==> src/rxoh_pkg.sv <==
`default_nettype none

package rxoh_pkg;

  // Number of overhead channels
  localparam int unsigned CHANNELS = 3;

  // Core clock rate and the overhead clock period it divides down to
  localparam longint unsigned CORE_CLK_HZ    = 64'd10_000_000;
  localparam longint unsigned OHCLK_PERIOD_NS = 64'd800;
  localparam longint unsigned NS_PER_S        = 64'd1_000_000_000;

  // Core cycles per overhead clock period (rounded down, at least two)
  localparam int unsigned OHCLK_DIV =
    (OHCLK_PERIOD_NS * CORE_CLK_HZ / NS_PER_S) < 64'd2 ? 2 :
    int'(OHCLK_PERIOD_NS * CORE_CLK_HZ / NS_PER_S);

  // Bits in one overhead byte; the STS-1 frame pulse spans the first byte
  localparam int unsigned BYTE_BITS = 8;
  localparam int unsigned FCNT_W    = 3;
  localparam logic [FCNT_W-1:0] FCNT_FIRST_BYTE = 3'h7;
  localparam logic [FCNT_W-1:0] FCNT_ZERO       = 3'h0;

  // Mode encoding of the per-channel mode input and register
  typedef enum logic [0:0] {
    RXOH_MODE_DS3E3 = 1'b0,
    RXOH_MODE_STS1  = 1'b1
  } rxoh_mode_t;

  // Reset values
  localparam logic RST_BIT = 1'b0;

endpackage

`default_nettype wire

==> src/rxoh_clkgen.sv <==
`default_nettype none

// Free-running overhead clock divider for one channel
module rxoh_clkgen #(
  parameter int unsigned DIV = rxoh_pkg::OHCLK_DIV
) (
  input  wire logic core_clk,
  input  wire logic rstn,
  output var  logic clk_out,
  output var  logic load
);
  import rxoh_pkg::*;

  localparam int unsigned CNT_W = (DIV > 2) ? $clog2(DIV) : 1;
  localparam logic [CNT_W-1:0] LAST      = CNT_W'(DIV - 1);
  localparam logic [CNT_W-1:0] HALF      = CNT_W'(DIV / 2);
  localparam logic [CNT_W-1:0] PRE_FALL  = CNT_W'(DIV / 2 - 1);
  localparam logic [CNT_W-1:0] CNT_ZERO  = '0;

  // Refuse divisions that cannot give a clean two-phase clock
  if (DIV < 2 || (DIV % 2) != 0) begin : g_bad_div
    $error("rxoh_clkgen: DIV must be even and at least 2");
  end

  typedef struct packed {
    logic [CNT_W-1:0] cnt;
    logic             clk;
    logic             load;
  } rxoh_div_t;

  rxoh_div_t st;
  rxoh_div_t next_st;

  // Clock is high for the first half of the count, low for the second;
  // load marks the core cycle whose closing edge is the falling edge
  always_comb begin
    next_st      = st;
    next_st.cnt  = (st.cnt == LAST) ? CNT_ZERO : st.cnt + 1'b1;
    next_st.clk  = (next_st.cnt < HALF);
    next_st.load = (next_st.cnt == PRE_FALL);
  end

  // State register
  always_ff @(posedge core_clk or negedge rstn) begin
    if (!rstn) begin
      st <= '{cnt: CNT_ZERO, clk: 1'b1, load: (PRE_FALL == CNT_ZERO)};
    end else begin
      st <= next_st;
    end
  end

  assign clk_out = st.clk;
  assign load    = st.load;

endmodule

`default_nettype wire

==> src/rxoh_port.sv <==
`default_nettype none

module rxoh_port #(
  parameter int unsigned DIV = rxoh_pkg::OHCLK_DIV
) (
  input  wire logic                           core_clk,
  input  wire logic                           rstn,
  input  wire logic [rxoh_pkg::CHANNELS-1:0]  sts1_mode,
  input  wire logic [rxoh_pkg::CHANNELS-1:0]  ovh_valid,
  input  wire logic [rxoh_pkg::CHANNELS-1:0]  ovh_bit,
  input  wire logic [rxoh_pkg::CHANNELS-1:0]  ovh_path,
  input  wire logic [rxoh_pkg::CHANNELS-1:0]  ovh_frame_start,
  output var  logic [rxoh_pkg::CHANNELS-1:0]  ovh_ready,
  output var  logic [rxoh_pkg::CHANNELS-1:0]  ovh_underrun,
  output var  logic [rxoh_pkg::CHANNELS-1:0]  rx_overhead_clock_out,
  output var  logic [rxoh_pkg::CHANNELS-1:0]  rx_overhead_data_out,
  output var  logic [rxoh_pkg::CHANNELS-1:0]  rx_overhead_qualifier_out,
  output var  logic [rxoh_pkg::CHANNELS-1:0]  rx_overhead_frame_pulse
);
  import rxoh_pkg::*;

  typedef struct packed {
    logic [CHANNELS-1:0]             data;
    logic [CHANNELS-1:0]             qual;
    logic [CHANNELS-1:0]             frame;
    logic [CHANNELS-1:0]             mode;
    logic [CHANNELS-1:0]             underrun;
    logic [CHANNELS-1:0][FCNT_W-1:0] fcnt;
  } rxoh_state_t;

  rxoh_state_t         st;
  rxoh_state_t         next_st;
  logic [CHANNELS-1:0] load;

  // Per-channel decode of the current offer, settled before the load edge
  logic [CHANNELS-1:0]             starve;
  logic [CHANNELS-1:0]             eff_mode;
  logic [CHANNELS-1:0]             is_sts1;
  logic [CHANNELS-1:0]             byte_busy;
  logic [CHANNELS-1:0][FCNT_W-1:0] fcnt_step;

  // Refuse channel counts and dividers the formatter cannot serve
  if (CHANNELS < 1) begin : g_bad_channels
    $error("rxoh_port: at least one channel is needed");
  end
  if (DIV < 2 || (DIV % 2) != 0) begin : g_bad_div
    $error("rxoh_port: DIV must be even and at least 2");
  end
  if (FCNT_FIRST_BYTE != FCNT_W'(BYTE_BITS - 1)) begin : g_bad_fcnt
    $error("rxoh_port: first-byte count does not match the byte width");
  end

  // One free-running divider per channel, index n drives port n
  for (genvar ch = 0; ch < CHANNELS; ch++) begin : g_ch
    rxoh_clkgen #(
      .DIV (DIV)
    ) u_clkgen (
      .core_clk (core_clk),
      .rstn     (rstn),
      .clk_out  (rx_overhead_clock_out[ch]),
      .load     (load[ch])
    );
  end

  // Source handshake: a bit is taken when valid meets the load cycle
  assign ovh_ready = load;

  // Offer decode for each channel
  for (genvar ch = 0; ch < CHANNELS; ch++) begin : g_dec
    // A load cycle with nothing offered is an underrun
    assign starve[ch]    = load[ch] & ~ovh_valid[ch];
    // Mode may only switch at a frame boundary or while idle, so one
    // frame never mixes the two formats
    assign eff_mode[ch]  = (!ovh_valid[ch] || ovh_frame_start[ch]) ? sts1_mode[ch] : st.mode[ch];
    assign is_sts1[ch]   = (eff_mode[ch] == RXOH_MODE_STS1);
    // The first-byte window stays open while the count is non-zero
    assign byte_busy[ch] = (st.fcnt[ch] != FCNT_ZERO);
    // Count down one bit per load, resting at zero
    assign fcnt_step[ch] = byte_busy[ch] ? st.fcnt[ch] - 1'b1 : FCNT_ZERO;
  end

  // Output formatting; every field but underrun moves only in a load cycle, whose
  // closing edge is also the falling edge of that channel's clock; underrun clears one core cycle later
  always_comb begin
    next_st          = st;
    next_st.underrun = '0;
    for (int ch = 0; ch < CHANNELS; ch++) begin
      if (load[ch]) begin
        next_st.mode[ch] = eff_mode[ch];
        next_st.fcnt[ch] = fcnt_step[ch];
        if (starve[ch]) begin
          // Starved: hold data; DS3/E3 drops qualifier and frame,
          // STS-1 keeps the qualifier and runs out the first byte
          next_st.underrun[ch] = 1'b1;
          next_st.frame[ch]    = is_sts1[ch] && byte_busy[ch];
          if (!is_sts1[ch]) begin
            next_st.qual[ch] = 1'b0;
          end
        end else if (!is_sts1[ch]) begin
          next_st.data[ch]  = ovh_bit[ch];
          next_st.qual[ch]  = 1'b1;
          next_st.frame[ch] = ovh_frame_start[ch];
          next_st.fcnt[ch]  = FCNT_ZERO;
        end else begin
          next_st.data[ch] = ovh_bit[ch];
          next_st.qual[ch] = ovh_path[ch];
          if (ovh_frame_start[ch]) begin
            next_st.frame[ch] = 1'b1;
            next_st.fcnt[ch]  = FCNT_FIRST_BYTE;
          end else begin
            next_st.frame[ch] = byte_busy[ch];
          end
        end
      end
    end
  end

  // State register; reset leaves every port quiet and DS3/E3 selected
  always_ff @(posedge core_clk or negedge rstn) begin
    if (!rstn) begin
      st.data     <= {CHANNELS{RST_BIT}};
      st.qual     <= {CHANNELS{RST_BIT}};
      st.frame    <= {CHANNELS{RST_BIT}};
      st.mode     <= {CHANNELS{RXOH_MODE_DS3E3}};
      st.underrun <= {CHANNELS{RST_BIT}};
      st.fcnt     <= {CHANNELS{FCNT_ZERO}};
    end else begin
      st <= next_st;
    end
  end

  assign rx_overhead_data_out      = st.data;
  assign rx_overhead_qualifier_out = st.qual;
  assign rx_overhead_frame_pulse   = st.frame;
  assign ovh_underrun              = st.underrun;

endmodule

`default_nettype wire

==> config.mk <==
export PLATFORM = sky130hd
export DESIGN_NAME = rxoh_port
export DESIGN_NICKNAME = d
export VERILOG_FILES = /design/src/rxoh_pkg.sv /design/src/rxoh_clkgen.sv /design/src/rxoh_port.sv
export SDC_FILE = /design/constraint.sdc
export NUM_CORES = 1
export LEC_CHECK = 0
export BUFFER_PORTS_ARGS = -buffer_cell sky130_fd_sc_hd__clkbuf_2
export CORE_MARGIN = 5
export CORE_UTILIZATION = 40
export CTS_CLUSTER_SIZE = 16
export DETAILED_ROUTE_END_ITERATION = 8
export SLEW_MARGIN = 25
export SYNTH_ARGS = -nofsm -noshare
export SYNTH_HDL_FRONTEND = slang
export SYNTH_SLANG_ARGS = --single-unit
==> constraint.sdc <==
create_clock -name core_clk -period 3.15 [get_ports core_clk]
set_input_delay 0.315 -clock core_clk [delete_from_list [all_inputs] [get_ports core_clk]]
set_output_delay 0.315 -clock core_clk [all_outputs]
set_load 0.02 [all_outputs]
==> results.toml, run 1 <==
[clocking]
cts_root_buf = "clkbuf_8"
clk_latency_ns = 0.28
post_cts_resized = 0
htreeDepth = 2
clk_path_buf_depth = 2
cts_hold_buffers = 0
postCtsSetupRepairBufs = 0
cts_tree = "done"
cts-buffers-inserted = 5
cts.clk_slew.worst_paths_ns = 0.07
clock_sinks = 39

[placed_design]
placed_cells = 271
place_hpwl_um = 2310
io_buffers = 34
gp_congestion = 0.743
placed_cell_area_um2 = 2090

[drt]
wl_um = 3120
dr.pass1.iters = 4
vias = 1275
ant_nets = 0
via_per_inst = 4.57
drc_errors = 0
drtIter0Drc = 32
routedWlPerCell_um = 11.2

[synth]
seq_area_frac_synth = 0.492
synth_cell_type_count = 29
async_flop_share = 1.00
yosysWarnings = 0
postSynthCellCount = 192
synth_seq_cells = 39
syn_nets = 223
ys_top_cells_by_area = "dfrtp_1 45%, ha_1 8.8%, buf_4 7.2%"
mappedNetlistArea_um2 = 1990
synth_top_area_frac = 0.452
ys.flop_type = "dfrtp_1"
synth_edf_count = 0
post-synth-top-area-cell = "dfrtp_1"
avgSynthCellArea_um2 = 10.4

[critical_path]
startpoint_type = "flop"
critical_path_class = "reg -> out"
path_max_fanout = 13
crit_path_top_delay_cell = "dfrtp_1"
worstPathCellList = "clkbuf_2"
cp.required_ns = 2.83
slowest_delay_ns = 0.55
worst-path-buf-inv = 1
cp_top_family = "flip-flops"
cp-end-kind = "primary output"
arrival_ns = 1.07

[grt]
met3_usage = 0.0381
use_met1 = 0.144
grtUsageMet2 = 0.171
grt-busiest-layer = "met2"
grt_max_degree = 40
grt_overflow_total = 0
grt_pass1_vias = 1260
grt_pass1_wl_um = 5630
grtUsageTotal = 0.112
antenna_found_initial = 0

[min_path]
hp-class = "in -> async"

[pwr]
p_leak_nw = 1.09
total_power_mw = 1.11
ir_drop_mv = 0.212
power_density_nw_per_um2 = 509

[die]
std_cell_rows = 25
die_y_um = 80.6
start_util = 0.416
core_area_um2 = 4790
die-width_um = 80.6
dieArea_um2 = 6490
io_pins = 35

[sta]
fin_setup_tns_ns = 0
maxSlewViolCount = 0
grt_setup_unrepaired = "no"
hold_viol = 0
fmax_mhz = 722
tightestPinTransition_ns = 0.850
fin_skew_ns = 0.00495
relSlewSlack = 0.433
final-setup-viol-count = 0
period_needed_ns = 1.38
fin_crit_sh = 0.440

[layout]
instances_no_fill = 279
num-fill-cells = 468
nets = 242
fin_area_um2 = 2190
area_delta_synth_final_pct = 9.86
diodes = 0
layout-drive-gt1-share = 0.250

[outcome]
status = "complete, no violations"

[job]
maxCapViolations = 0
## registers in the layout (all words and copies together) (netlist names)
name	flops
rx_overhead_data_out	3
rx_overhead_qualifier_out	3
st	12
g_ch.u_clkgen.st	9
g_ch.u_clkgen.load	3
ovh_underrun	3
rx_overhead_frame_pulse	3
g_ch.u_clkgen.clk_out	3
## routing by layer
metal  up-vias  wire (µm)
met5         -          0
met4         0         39
met3         4        136
met2        19       1430
met1       587       1520
li1        665          -
## final timing paths
check | startpoint | end | slack (ns) | cells after the start
worst max-delay path | g_ch[1].u_clkgen.load | ovh_ready[1] | 1.77 | 1
worst min-delay path | rstn | g_ch[1].u_clkgen.st[4] | 0.14 | 1
worst max register to register | g_ch[1].u_clkgen.load | st[4] | 1.86 | 3
worst min register to register | g_ch[2].u_clkgen.st[2] | g_ch[2].u_clkgen.st[2] | 0.45 | 1
max in group asynchronous | rstn | g_ch[1].u_clkgen.st[3] | 2.48 | 1
min in group core_clk | ovh_bit[1] | rx_overhead_data_out[1] | 0.26 | 2
## final cells by class
type / instances / area, µm² / share of cell area
flip-flops and latches: 39 / 980 / 0.448
multi-input cells: 107 / 764 / 0.349
repair buffers: 34 / 170 / 0.0778
well taps: 67 / 83.8 / 0.0383
clock buffers: 8 / 100 / 0.0457
inverters: 24 / 90.1 / 0.0412
## Yosys cell counts, types with 3 or more instances
library cell	instances
dfstp_2	3
buf_2	3
nor2_1	18
buf_4	19
o22ai_1	3
nand2b_1	3
and2_1	4
nand2_1	9
o21ai_0	10
a31oi_1	7
nor2b_1	7
a21o_1	3
dfrtp_1	36
nor4bb_1	3
mux2_2	8
ha_1	14
inv_1	24
## kinds of logic (layout without fill, tap and decap cells)
family | after synthesis | count (layout) | share of synthesized area
compound gates | 35 | 35 | 0.121
flops | 39 | 39 | 0.492
mux | 9 | 9 | 0.0503
buf+inv | 46 | 66 | 0.124
simple gates | 49 | 49 | 0.125
fa+ha+maj | 14 | 14 | 0.0879
## metrics by stage
step | setup WS (ns) | utilization | hold slack, ns
2_1_floorplan | 1.95 | - | 0.0194
3_3_place_gp | 1.92 | 0.436 | 0.440
3_5_place_dp | 1.88 | 0.436 | 0.444
4_1_cts | 1.73 | 0.457 | 0.209
5_1_grt | 1.67 | 0.457 | 0.217
6_report | 1.77 | 0.457 | 0.141
## power by group
part | switching, mW | internal, mW
clock network | 0.163 | 0.200
registers | 0.0310 | 0.542
logic | 0.100 | 0.0769
## cells in the final DEF (no fill, tap or decap)
cell type and instances:
nand3_1 2, nand2_1 9, mux2i_1 1, a21o_1 3, buf_2 1, a31oi_1 7
nor4bb_1 3, o2bb2ai_1 1, nor2_1 18, nor3b_1 1, o21ai_0 10, a32o_1 1
and2_1 4, dfstp_2 3, ha_1 14, dfrtp_1 36, inv_1 24, o221ai_1 2
o22ai_1 3, or3_1 2, o311a_1 1, a21oi_1 2, nand2b_1 3, nor2b_1 7
clkbuf_1 1, o41ai_2 1, mux2_2 8, a311oi_1 2, o31ai_1 2, clkbuf_2 33
clkbuf_8 7
(Power assumes the default switching activity.)
==> run 2: changes to the inputs <==
==> constraint.sdc (replaced) <==
create_clock -name core_clk -period 1.25 [get_ports core_clk]
set_input_delay 0.125 -clock core_clk [delete_from_list [all_inputs] [get_ports core_clk]]
set_output_delay 0.125 -clock core_clk [all_outputs]
set_load 0.02 [all_outputs]
==> results.toml, run 2 (synthesis results as in run 1) <==
[die]
core_area_um2 = 4790
io_pins = 35
die-width_um = 80.6
dieArea_um2 = 6490
start_util = 0.416
die_y_um = 80.6
std_cell_rows = 25

[drt]
drc_errors = 0
dr.pass1.iters = 4
ant_nets = 0
vias = 1375
drtIter0Drc = 25
via_per_inst = 4.76
routedWlPerCell_um = 11.4
wl_um = 3290

[critical_path]
startpoint_type = "flop"
critical_path_class = "reg -> reg"
cp-end-kind = "flop"
arrival_ns = 1.39
r2r_setup_slack_ns = 0.07
path_max_fanout = 3
cp.required_ns = 1.46

[pwr]
ir_drop_mv = 0.513
p_leak_nw = 1.15
total_power_mw = 3.05
power_density_nw_per_um2 = 1310

[layout]
nets = 252
area_delta_synth_final_pct = 17.0
num-fill-cells = 469
fin_area_um2 = 2330
top_regs = "st (12), g_ch.u_clkgen.st (9)"
largest_reg_flops = 12
instances_no_fill = 289
top_register = "st"
layout_common_cells = "35 x dfrtp_1, 34 x clkbuf_2, 24 x inv_1, 16 x nor2_1, 11 x ha_1"
final_common_cell = "dfrtp_1"
layout-drive-gt1-share = 0.320
diodes = 0

[clocking]
clk_latency_ns = 0.28
cts.clk_slew.worst_paths_ns = 0.08
clk_path_buf_depth = 2
clock_sinks = 39
cts_root_buf = "clkbuf_8"
cts-buffers-inserted = 5
htreeDepth = 2
cts_tree = "done"

[grt]
antenna_found_initial = 0
grtUsageTotal = 0.113
grt_max_degree = 28
grt_pass1_vias = 1298
grt_overflow_total = 0
grt_pass1_wl_um = 5640

[placed_design]
placed_cell_area_um2 = 2150
io_buffers = 34
placed_cells = 277
gp_congestion = 0.775
place_hpwl_um = 2430

[sta]
relSlewSlack = 0.744
maxSlewViolCount = 0
fin_crit_sh = 0.947
period_needed_ns = 1.18
fmax_mhz = 845
fin_skew_ns = 0.00449
tightestPinTransition_ns = 0.385
fin_setup_tns_ns = 0
hold_viol = 0
final-setup-viol-count = 0

[outcome]
status = "complete, no violations"

[min_path]
hp-class = "in -> reg"

[job]
maxCapViolations = 0
[run 2: layout make-up]
type	instances	area [µm²]	area share
Clock buffer	6	82.6	0.0354
Inverter	24	90.1	0.0387
Timing Repair Buffer	44	273	0.117
Sequential cell	39	981	0.421
Multi-Input combinational cell	107	785	0.337
Clock inverter	2	35.0	0.0150
Tap cell	67	83.8	0.0360
[run 2: per-stage QoR]
| stage | setup slack, ns | hold slack, ns | util |
|---|---|---|---|
| final | 0.0666 | 0.0673 | 0.487 |
| after global routing | -0.00489 | 0.0540 | 0.487 |
| after CTS | 0.00112 | 0.0562 | 0.475 |
| after detailed placement | 0.0189 | 0.0720 | 0.448 |
| after global placement | 0.0420 | 0.0684 | 0.448 |
| after floorplan | 0.0545 | -0.171 | - |
[run 2: what timing repair did]
action	in CTS	in global routing
cloned	0	0
hold buffers	1	0
setup endpoints to repair	1	9
endpoints found under the hold margin	10	0
pin swaps	0	2
resized for setup	1	9
buffers inserted	0	3
[run 2: worst paths after layout]
path	start	to	cells past startpoint
max	st[8]	rx_overhead_frame_pulse[2]	4
min	ovh_bit[1]	rx_overhead_data_out[1]	2
max reg2reg	st[8]	rx_overhead_frame_pulse[2]	4
min reg2reg	g_ch[0].u_clkgen.st[2]	g_ch[0].u_clkgen.st[2]	1
max in group asynchronous	rstn	g_ch[0].u_clkgen.clk_out	3
min in group asynchronous	rstn	st[13]	2
[run 2: metal layers]
layer / global-route usage / up-vias / wire (µm)
li1: - / 686 / -
met1: 0.141 / 665 / 1570
met2: 0.177 / 20 / 1540
met3: 0.0381 / 4 / 151
met4: 0.0456 / 0 / 23
met5: 0 / - / 0
[run 2: power by group]
part,total [mW],internal [mW],switching [mW],leakage (nW)
registers,1.44,1.37,0.0694,0.477
clock network,1.08,0.646,0.436,0.0612
logic,0.531,0.252,0.278,0.614
[run 2: worst max-delay path, stage by stage, from the launching register on]
cell	delay, ns
dfrtp_1	0.38
inv_1	0.07
ha_2	0.20
or3_1	0.30
a31oi_1	0.16
